### config.mk
export PLATFORM = sky130hd
export DESIGN_NAME = dpd_power_ctrl
export DESIGN_NICKNAME = d
export VERILOG_FILES = /design/src/hdl/dpd_pkg.sv /design/src/hdl/dpd_gate_sync.sv /design/src/hdl/dpd_ahb_slave.sv /design/src/hdl/dpd_power_ctrl.sv
export SDC_FILE = /design/constraint.sdc
export NUM_CORES = 1
export LEC_CHECK = 0
export BUFFER_PORTS_ARGS = -buffer_cell sky130_fd_sc_hd__buf_4
export CORE_MARGIN = 4
export CORE_UTILIZATION = 35
export CTS_CLUSTER_SIZE = 30
export DETAILED_ROUTE_END_ITERATION = 12
export GPL_TIMING_DRIVEN = 0
export PLACE_DENSITY = 0.64
export REMOVE_ABC_BUFFERS = 1
export SLEW_MARGIN = 20
export SYNTH_ARGS = -nofsm -noshare
export SYNTH_HDL_FRONTEND = slang
export SYNTH_SLANG_ARGS = --single-unit
### constraint.sdc
create_clock -name clk_sys -period 1.3 [get_ports clk_sys]
set_input_delay 0.26 -clock clk_sys [delete_from_list [all_inputs] [get_ports clk_sys]]
set_output_delay 0.26 -clock clk_sys [all_outputs]
set_load 0.005 [all_outputs]
### src/hdl/dpd_pkg.sv
package dpd_pkg;

    // register indices; byte address is four times the index
    localparam logic [7:0] REG_CTRL0_IDX = 8'h00;
    localparam logic [7:0] REG_CTRL2_IDX = 8'h02;
    localparam logic [7:0] REG_SLEEP_IDX = 8'h04;
    localparam logic [7:0] REG_STATUS_IDX = 8'h05;

    // field positions
    localparam int CTRL0_AUTO_PD_BIT = 3;
    localparam int CTRL0_FULL_PD_BIT = 4;
    localparam int CTRL2_GATE_POL_BIT = 1;
    localparam int SLEEP_MAIN0_BIT = 0;
    localparam int SLEEP_MAIN1_BIT = 1;
    localparam int SLEEP_AUX0_BIT = 2;
    localparam int SLEEP_AUX1_BIT = 3;
    localparam int SLEEP_DIG_BIT = 4;

    // values after reset
    localparam logic [7:0] CTRL0_RESET = 8'h00;
    localparam logic [7:0] CTRL2_RESET = 8'h00;
    localparam logic [7:0] SLEEP_RESET = 8'h00;

    // zero-flush length before automatic shutdown, in clk_sys cycles
    localparam int FLUSH_CYCLES = 16;
    localparam logic [4:0] FLUSH_LOAD = 5'(FLUSH_CYCLES - 1);

    localparam int SAMPLE_W = 16;

    typedef struct packed {
        logic [SAMPLE_W-1:0] chanI;
        logic [SAMPLE_W-1:0] chanQ;
    } dpd_sample_t;

    typedef struct packed {
        logic digitalEnable;
        logic referenceEnable;
        logic [1:0] mainConverterEnable;
        logic [1:0] auxConverterEnable;
    } dpd_power_t;

    typedef struct packed {
        logic wrStrobe;
        logic [7:0] wrIndex;
        logic [31:0] wrData;
    } dpd_write_t;

    typedef enum logic [3:0] {
        ST_RUN = 4'b0001,
        ST_FLUSH_HOLD = 4'b0010,
        ST_FLUSH_AUTO = 4'b0100,
        ST_DIG_OFF = 4'b1000
    } dpd_state_t;

endpackage : dpd_pkg

### src/hdl/dpd_gate_sync.sv
`timescale 1ns/100ps
`default_nettype none
module dpd_gate_sync
    import dpd_pkg::*;
(
    input wire logic clk_sys,
    input wire logic reset_n,
    input wire logic asyncIn,
    output logic syncOut
);

    logic stage1Reg;
    logic stage2Reg;

    // stage1Reg feeds only stage2Reg
    always_ff @(posedge clk_sys) begin
        if (!reset_n) begin
            stage1Reg <= 1'b0;
            stage2Reg <= 1'b0;
        end else begin
            stage1Reg <= asyncIn;
            stage2Reg <= stage1Reg;
        end
    end

    assign syncOut = stage2Reg;

endmodule : dpd_gate_sync
`default_nettype wire

### src/hdl/dpd_ahb_slave.sv
`timescale 1ns/100ps
`default_nettype none
module dpd_ahb_slave
    import dpd_pkg::*;
(
    input wire logic clk_sys,
    input wire logic reset_n,
    input wire logic hsel,
    input wire logic [31:0] haddr,
    input wire logic [1:0] htrans,
    input wire logic hwrite,
    input wire logic [2:0] hsize,
    input wire logic [31:0] hwdata,
    input wire logic hready,
    output logic hreadyout,
    output logic hresp,
    output logic [31:0] hrdata,
    output dpd_write_t wrPort,
    output logic [7:0] rdIndex,
    input wire logic [31:0] rdData
);

    logic phaseWriteReg;
    logic phaseValidReg;
    logic [7:0] phaseIndexReg;
    logic addrTaken;
    logic addrAligned;

    // only aligned word transfers land; anything else answers OKAY with no effect
    assign addrAligned = (haddr[1:0] == 2'b00) && (hsize == 3'b010) && (haddr[31:10] == 22'h0);
    assign addrTaken = hsel && htrans[1] && hready;

    always_ff @(posedge clk_sys) begin
        if (!reset_n) begin
            phaseValidReg <= 1'b0;
            phaseWriteReg <= 1'b0;
            phaseIndexReg <= 8'h00;
        end else if (hready) begin
            phaseValidReg <= addrTaken && addrAligned;
            phaseWriteReg <= hwrite;
            phaseIndexReg <= haddr[9:2];
        end
    end

    // zero wait states: the slave never stalls the bus
    assign hreadyout = 1'b1;
    assign hresp = 1'b0;
    assign rdIndex = phaseIndexReg;
    assign hrdata = (phaseValidReg && !phaseWriteReg) ? rdData : 32'h0000_0000;
    assign wrPort.wrStrobe = phaseValidReg && phaseWriteReg;
    assign wrPort.wrIndex = phaseIndexReg;
    assign wrPort.wrData = hwdata;

endmodule : dpd_ahb_slave
`default_nettype wire

### src/hdl/dpd_power_ctrl.sv
`timescale 1ns/100ps
`default_nettype none
module dpd_power_ctrl
    import dpd_pkg::*;
(
    input wire logic clk_sys,
    input wire logic reset_n,

    input wire logic hsel,
    input wire logic [31:0] haddr,
    input wire logic [1:0] htrans,
    input wire logic hwrite,
    input wire logic [2:0] hsize,
    input wire logic [31:0] hwdata,
    input wire logic hready,
    output logic hreadyout,
    output logic hresp,
    output logic [31:0] hrdata,

    input wire logic transmit_gate,

    input wire dpd_sample_t sampleIn,
    input wire logic sampleInValid,
    output dpd_sample_t sampleOut,
    output logic sampleOutValid,

    output dpd_power_t powerOut,
    output logic flushActive
);

    dpd_write_t wrPort;
    logic [7:0] rdIndex;
    logic [31:0] rdData;

    logic [7:0] ctrl0Reg;
    logic [7:0] ctrl2Reg;
    logic [7:0] sleepReg;

    logic gateSync;
    logic gateActive;
    logic autoPdEnable;
    logic fullPowerDown;
    logic digitalForcedOff;

    dpd_state_t stateReg;
    dpd_state_t stateNext;
    logic [4:0] flushCountReg;
    logic flushDone;

    dpd_power_t powerNext;
    dpd_power_t powerReg;
    logic engineRunning;

    function automatic logic isMapped(input logic [7:0] idx);
        isMapped = (idx == REG_CTRL0_IDX) || (idx == REG_CTRL2_IDX) ||
                   (idx == REG_SLEEP_IDX) || (idx == REG_STATUS_IDX);
    endfunction : isMapped

    function automatic logic writeHits(input dpd_write_t wr, input logic [7:0] idx);
        writeHits = wr.wrStrobe && (wr.wrIndex == idx);
    endfunction : writeHits

    // the control port sits outside every power gate, so it keeps working
    // even in full power-down
    dpd_ahb_slave u_ahb_slave (
        .clk_sys(clk_sys),
        .reset_n(reset_n),
        .hsel(hsel),
        .haddr(haddr),
        .htrans(htrans),
        .hwrite(hwrite),
        .hsize(hsize),
        .hwdata(hwdata),
        .hready(hready),
        .hreadyout(hreadyout),
        .hresp(hresp),
        .hrdata(hrdata),
        .wrPort(wrPort),
        .rdIndex(rdIndex),
        .rdData(rdData)
    );

    dpd_gate_sync u_gate_sync (
        .clk_sys(clk_sys),
        .reset_n(reset_n),
        .asyncIn(transmit_gate),
        .syncOut(gateSync)
    );

    // control register 0: full power-down and automatic shutdown enable
    always_ff @(posedge clk_sys) begin
        if (!reset_n) begin
            ctrl0Reg <= CTRL0_RESET;
        end else if (writeHits(wrPort, REG_CTRL0_IDX)) begin
            ctrl0Reg <= wrPort.wrData[7:0];
        end
    end

    // control register 2: gate polarity
    always_ff @(posedge clk_sys) begin
        if (!reset_n) begin
            ctrl2Reg <= CTRL2_RESET;
        end else if (writeHits(wrPort, REG_CTRL2_IDX)) begin
            ctrl2Reg <= wrPort.wrData[7:0];
        end
    end

    // sleep register: per-converter sleep and digital engine force-off
    always_ff @(posedge clk_sys) begin
        if (!reset_n) begin
            sleepReg <= SLEEP_RESET;
        end else if (writeHits(wrPort, REG_SLEEP_IDX)) begin
            sleepReg <= {3'b000, wrPort.wrData[4:0]};
        end
    end

    assign autoPdEnable = ctrl0Reg[CTRL0_AUTO_PD_BIT];
    assign fullPowerDown = ctrl0Reg[CTRL0_FULL_PD_BIT];
    assign digitalForcedOff = sleepReg[SLEEP_DIG_BIT];

    // one xor serves every consumer of the gate, so no path sees the raw pin sense
    assign gateActive = gateSync ^ ctrl2Reg[CTRL2_GATE_POL_BIT];

    assign flushDone = (flushCountReg == 5'h00);

    always_comb begin
        stateNext = stateReg;
        unique case (stateReg)
            ST_RUN: begin
                if (!gateActive) begin
                    stateNext = autoPdEnable ? ST_FLUSH_AUTO : ST_FLUSH_HOLD;
                end
            end
            ST_FLUSH_HOLD: begin
                if (gateActive) begin
                    stateNext = ST_RUN;
                end else if (autoPdEnable) begin
                    stateNext = ST_FLUSH_AUTO;
                end
            end
            ST_FLUSH_AUTO: begin
                if (gateActive) begin
                    stateNext = ST_RUN;
                end else if (!autoPdEnable) begin
                    stateNext = ST_FLUSH_HOLD;
                end else if (flushDone) begin
                    stateNext = ST_DIG_OFF;
                end
            end
            ST_DIG_OFF: begin
                if (gateActive) begin
                    stateNext = ST_RUN;
                end else if (!autoPdEnable) begin
                    stateNext = ST_FLUSH_HOLD;
                end
            end
            default: begin
                stateNext = ST_RUN;
            end
        endcase
    end

    always_ff @(posedge clk_sys) begin
        if (!reset_n) begin
            stateReg <= ST_RUN;
        end else begin
            stateReg <= stateNext;
        end
    end

    // flush length counter, reloaded on every entry to the timed flush
    always_ff @(posedge clk_sys) begin
        if (!reset_n) begin
            flushCountReg <= FLUSH_LOAD;
        end else if (stateReg != ST_FLUSH_AUTO) begin
            flushCountReg <= FLUSH_LOAD;
        end else if (!flushDone) begin
            flushCountReg <= flushCountReg - 5'h01;
        end
    end

    // each converter and the digital engine are gated on their own; the reference drops only in full power-down
    always_comb begin
        powerNext.digitalEnable = !fullPowerDown && !digitalForcedOff &&
                                  (stateReg != ST_DIG_OFF);
        powerNext.referenceEnable = !fullPowerDown;
        powerNext.mainConverterEnable[0] = !fullPowerDown && !sleepReg[SLEEP_MAIN0_BIT];
        powerNext.mainConverterEnable[1] = !fullPowerDown && !sleepReg[SLEEP_MAIN1_BIT];
        powerNext.auxConverterEnable[0] = !fullPowerDown && !sleepReg[SLEEP_AUX0_BIT];
        powerNext.auxConverterEnable[1] = !fullPowerDown && !sleepReg[SLEEP_AUX1_BIT];
    end

    always_ff @(posedge clk_sys) begin
        if (!reset_n) begin
            powerReg <= '0;
        end else begin
            powerReg <= powerNext;
        end
    end

    assign powerOut = powerReg;
    assign engineRunning = !fullPowerDown && !digitalForcedOff;

    // datapath: zeros during a flush, nothing while the engine is off
    always_ff @(posedge clk_sys) begin
        if (!reset_n) begin
            sampleOut <= '0;
            sampleOutValid <= 1'b0;
        end else if (!engineRunning || stateReg == ST_DIG_OFF) begin
            sampleOut <= '0;
            sampleOutValid <= 1'b0;
        end else if (stateReg == ST_RUN) begin
            sampleOut <= sampleIn;
            sampleOutValid <= sampleInValid;
        end else begin
            sampleOut <= '0;
            sampleOutValid <= 1'b1;
        end
    end

    always_ff @(posedge clk_sys) begin
        if (!reset_n) begin
            flushActive <= 1'b0;
        end else begin
            // follows the registered state so it lines up with the zeros on sampleOut
            flushActive <= engineRunning &&
                           (stateReg == ST_FLUSH_HOLD || stateReg == ST_FLUSH_AUTO);
        end
    end

    // read mux; unmapped indices read zero
    always_comb begin
        rdData = 32'h0000_0000;
        if (isMapped(rdIndex)) begin
            unique case (rdIndex)
                REG_CTRL0_IDX: rdData = {24'h00_0000, ctrl0Reg};
                REG_CTRL2_IDX: rdData = {24'h00_0000, ctrl2Reg};
                REG_SLEEP_IDX: rdData = {24'h00_0000, sleepReg};
                REG_STATUS_IDX: rdData = {24'h00_0000, stateReg, 1'b0,
                                          powerReg.referenceEnable,
                                          powerReg.digitalEnable, gateActive};
                default: rdData = 32'h0000_0000;
            endcase
        end
    end

endmodule : dpd_power_ctrl
`default_nettype wire

==> summary.txt <==
Outcome
  • Status: complete, but fails checks
  • Failing checks: negative setup slack

Global route
  • Vias in the first global route: 2847
  • First-pass GRT wire length: 14000 microns
  • Overflow after GRT: 0
  • Largest net degree at the start of global routing: 46
  • GR Util All Layers: 0.154
  • Antenna violations before repair: 0

Placed design
  • Final HPWL from detailed placement: 6200 microns
  • Routability cong.: 0.756
  • IO Port Bufs: 130
  • Pre-CTS WS: -1070 ps
  • Total placed cells including tap cells: 586
  • DP Area: 4390 sq um

Timing
  • Final worst-path cycle share: 1.50
  • Fmax: 0.512 GHz
  • Hold Fails Final Rpt: 0
  • Hold WS: 95.3 ps
  • Final Skew: 11.3 ps
  • # setup viols final: 38
  • Setup TNS: -10130 ps
  • RSZ-0062 raised after global routing: yes
  • Tmin final: 1950 ps
  • Final WS setup: -652 ps
  • Max-slew violation count: 0

Synthesis
  • Sequential element share of the synthesized area: 0.477
  • Main flop type after synthesis: dfxtp_1
  • Asr flop ratio synth: 0
  • Number of flops mapped to enable cells by yosys: 0
  • Post-synthesis cell type count: 49
  • Synth Cell Area: 3440 sq um
  • Most frequent cell after synthesis: dfxtp_1
  • Synthesized area per cell: 9.96 sq um
  • Ys Warns: 0
  • Yosys top cell area share: 0.477
  • Synth top area cells: dfxtp_1, mux2i_1, buf_4
  • Seq cells post-synth: 82
  • Syn Inst Count: 346
  • Synth area leader: dfxtp_1
  • Most frequent cells after synthesis: dfxtp_1, and2_1, buf_4, nor2b_1, mux2i_1

Critical path
  • Slowest cell on the critical path: dfxtp_2
  • Critical Path Start Type: flop
  • Top Family by Delay on Critical Path: simple AND/OR/NAND/NOR gates
  • CP peak stage delay: 350 ps
  • Critical Path End Type: output port
  • Number of cells on the critical path: 5
  • CP max FO: 8
  • CP arrival: 1690 ps
  • R2R depth: 6
  • Reg-to-reg slack, setup: -310 ps
  • WP buf/inv: 1
  • CP Class: reg2out
  • R2R Path End: ctrl0Reg[5]
  • Worst r2r src: u_ahb_slave.rdIndex[1]
  • Crit path required time: 1040 ps
  • Crit-path cells: nor3_4, and3_4, a32oi_1, nor2_1, buf_4

Pwr
  • Combinational power share: 0.149
  • Clk pwr share: 0.354
  • Psw: 1.38 mW
  • Leak pwr: 2.26 nW
  • Seq pwr share: 0.497
  • Peak VDD IR: 0.610 mV
  • Power per cell area: 1090 nW/um^2
  • Switching portion of total power: 0.252
  • Int Pwr: 4.10 mW
  • Design Power: 5.48 mW

Floorplan
  • Initial Utilization: 0.366
  • Die Wd: 107 microns
  • Die area: 11500 sq um
  • Placement Rows: 35
  • Die span in y: 107 microns
  • Core ar.: 9420 sq um
  • Ports: 182

Final layout
  • Layout cell share with drive strength beyond 1: 0.470
  • Final nets: 601
  • Non-Filler Instances: 625
  • Synthesis-to-finish area growth: 45.9%
  • Fin util: 0.534
  • Final instance area: 5030 sq um
  • # diodes: 0

Worst hold path
  • WHS Endpoint: sampleOut[11]
  • Hold_sp: sampleIn[11]
  • Hold depth: 2
  • Hold crit path type: in2reg

Clock tree
  • TritonCTS clock tree: built
  • Htree depth: 3
  • Clock Latency Late Sink: 360 ps
  • TritonCTS sink count: 82
  • CTS root buf: clkbuf_8
  • CTS buffer count: 9
  • Max Root-Sink Buffers: 2
  • Worst-path clk slew: 90 ps

Route
  • Routed WL: 9100 microns
  • Detailed Routing Iterations Pass 1: 4
  • DRT antenna net count: 0
  • Via count: 2807
  • DR WL/cell: 14.6 microns
  • DRC viols: 0
  • Vias/cell: 4.49
  • Initial DRC count: 112

Job
  • Max-Cap Viols: 0
power by group through the flow:
stage               clock, mW  sequential (mW)  combinational [mW]
CTS                      2.00             2.71               0.764
detailed placement          0             2.77               0.663
global placement            0             2.77               0.648
finish                   1.94             2.72               0.814
global route             2.11             2.74               0.884
floorplan                   0             2.77               0.233
cells in the final DEF, fill, tap and decap left out, types with 2 or more instances in the layout:
cell type    n
a21oi_2      3
and3_4       2
xor2_1       2
inv_4        2
buf_4      146
and2_4       9
nor4_1       4
nor4b_4      2
buf_6        3
nor3_1       2
nor4b_1      2
a21oi_1      4
clkbuf_8    10
nand3_1      6
dfxtp_4      3
nor2b_1     28
o21ai_0      2
o21ai_1      6
mux2i_1     25
inv_1        4
and2_1      27
nand2_1     10
o211ai_1     2
dfxtp_2      9
nand4_1      4
buf_12       2
inv_6        3
a32oi_1      4
dfxtp_1     70
conb_1      26
ha_4         2
a22oi_1      4
mux2_2      11
nor3_4       3
nor2_4       3
nor2_1      22
how the worst max path moves through the flow:
stage / start / to / slack [ps]
final: u_ahb_slave.rdIndex[6] / hrdata[7] / -650
after global routing: u_ahb_slave.rdIndex[6] / hrdata[3] / -760
after CTS: u_ahb_slave.rdIndex[3] / hrdata[7] / -650
after detailed placement: reset_n / sampleOut[30] / -1070
after global placement: reset_n / sampleOut[0] / -950
after floorplan: u_ahb_slave.rdIndex[0] / ctrl0Reg[0] / -170
registers in the layout (all words and copies together) (netlist names):
name	count
sampleOut	32
flushCountReg	5
stateReg	4
u_ahb_slave.rdIndex	8
u_ahb_slave.phaseValidReg	1
u_gate_sync.syncOut	1
u_gate_sync.stage1Reg	1
sampleOutValid	1
powerOut	6
u_ahb_slave.phaseWriteReg	1
ctrl0Reg	8
sleepReg	5
ctrl2Reg	8
flushActive	1
per-layer routing:
layer / wire length, microns / global-route usage
met5: 0 / 0
met4: 114 / 0.0584
met3: 666 / 0.0542
met2: 4480 / 0.252
met1: 3840 / 0.183
logic make-up after synthesis:
family                     after synthesis  synth area share
AOI/OAI and AO/OA                       29            0.0545
adders and majority gates                2           0.00726
other                                    2           0.00218
DFF                                     82             0.477
muxes                                   36             0.109
buffers and inverters                   49            0.0897
and+or+nand+nor                        142             0.251
xor gates and xnor gates                 4            0.0102
layout make-up:
type / count / area, sq um
clock inverters: 6 / 72.6
well taps: 129 / 161
clock buffers: 10 / 138
flip-flops and latches: 82 / 1660
repair buffers: 152 / 1190
multi-input cells: 240 / 1770
inverters: 6 / 27.5
fillers: 853 / 4390
repair_timing:
action,CTS,global route
hold buffers,0,0
gates resized for setup,38,36
setup buffers,15,6
cloned,1,1
pin swaps,19,24
setup endpoints to repair,69,70
No activity file was read; power rests on OpenSTA's default activity.
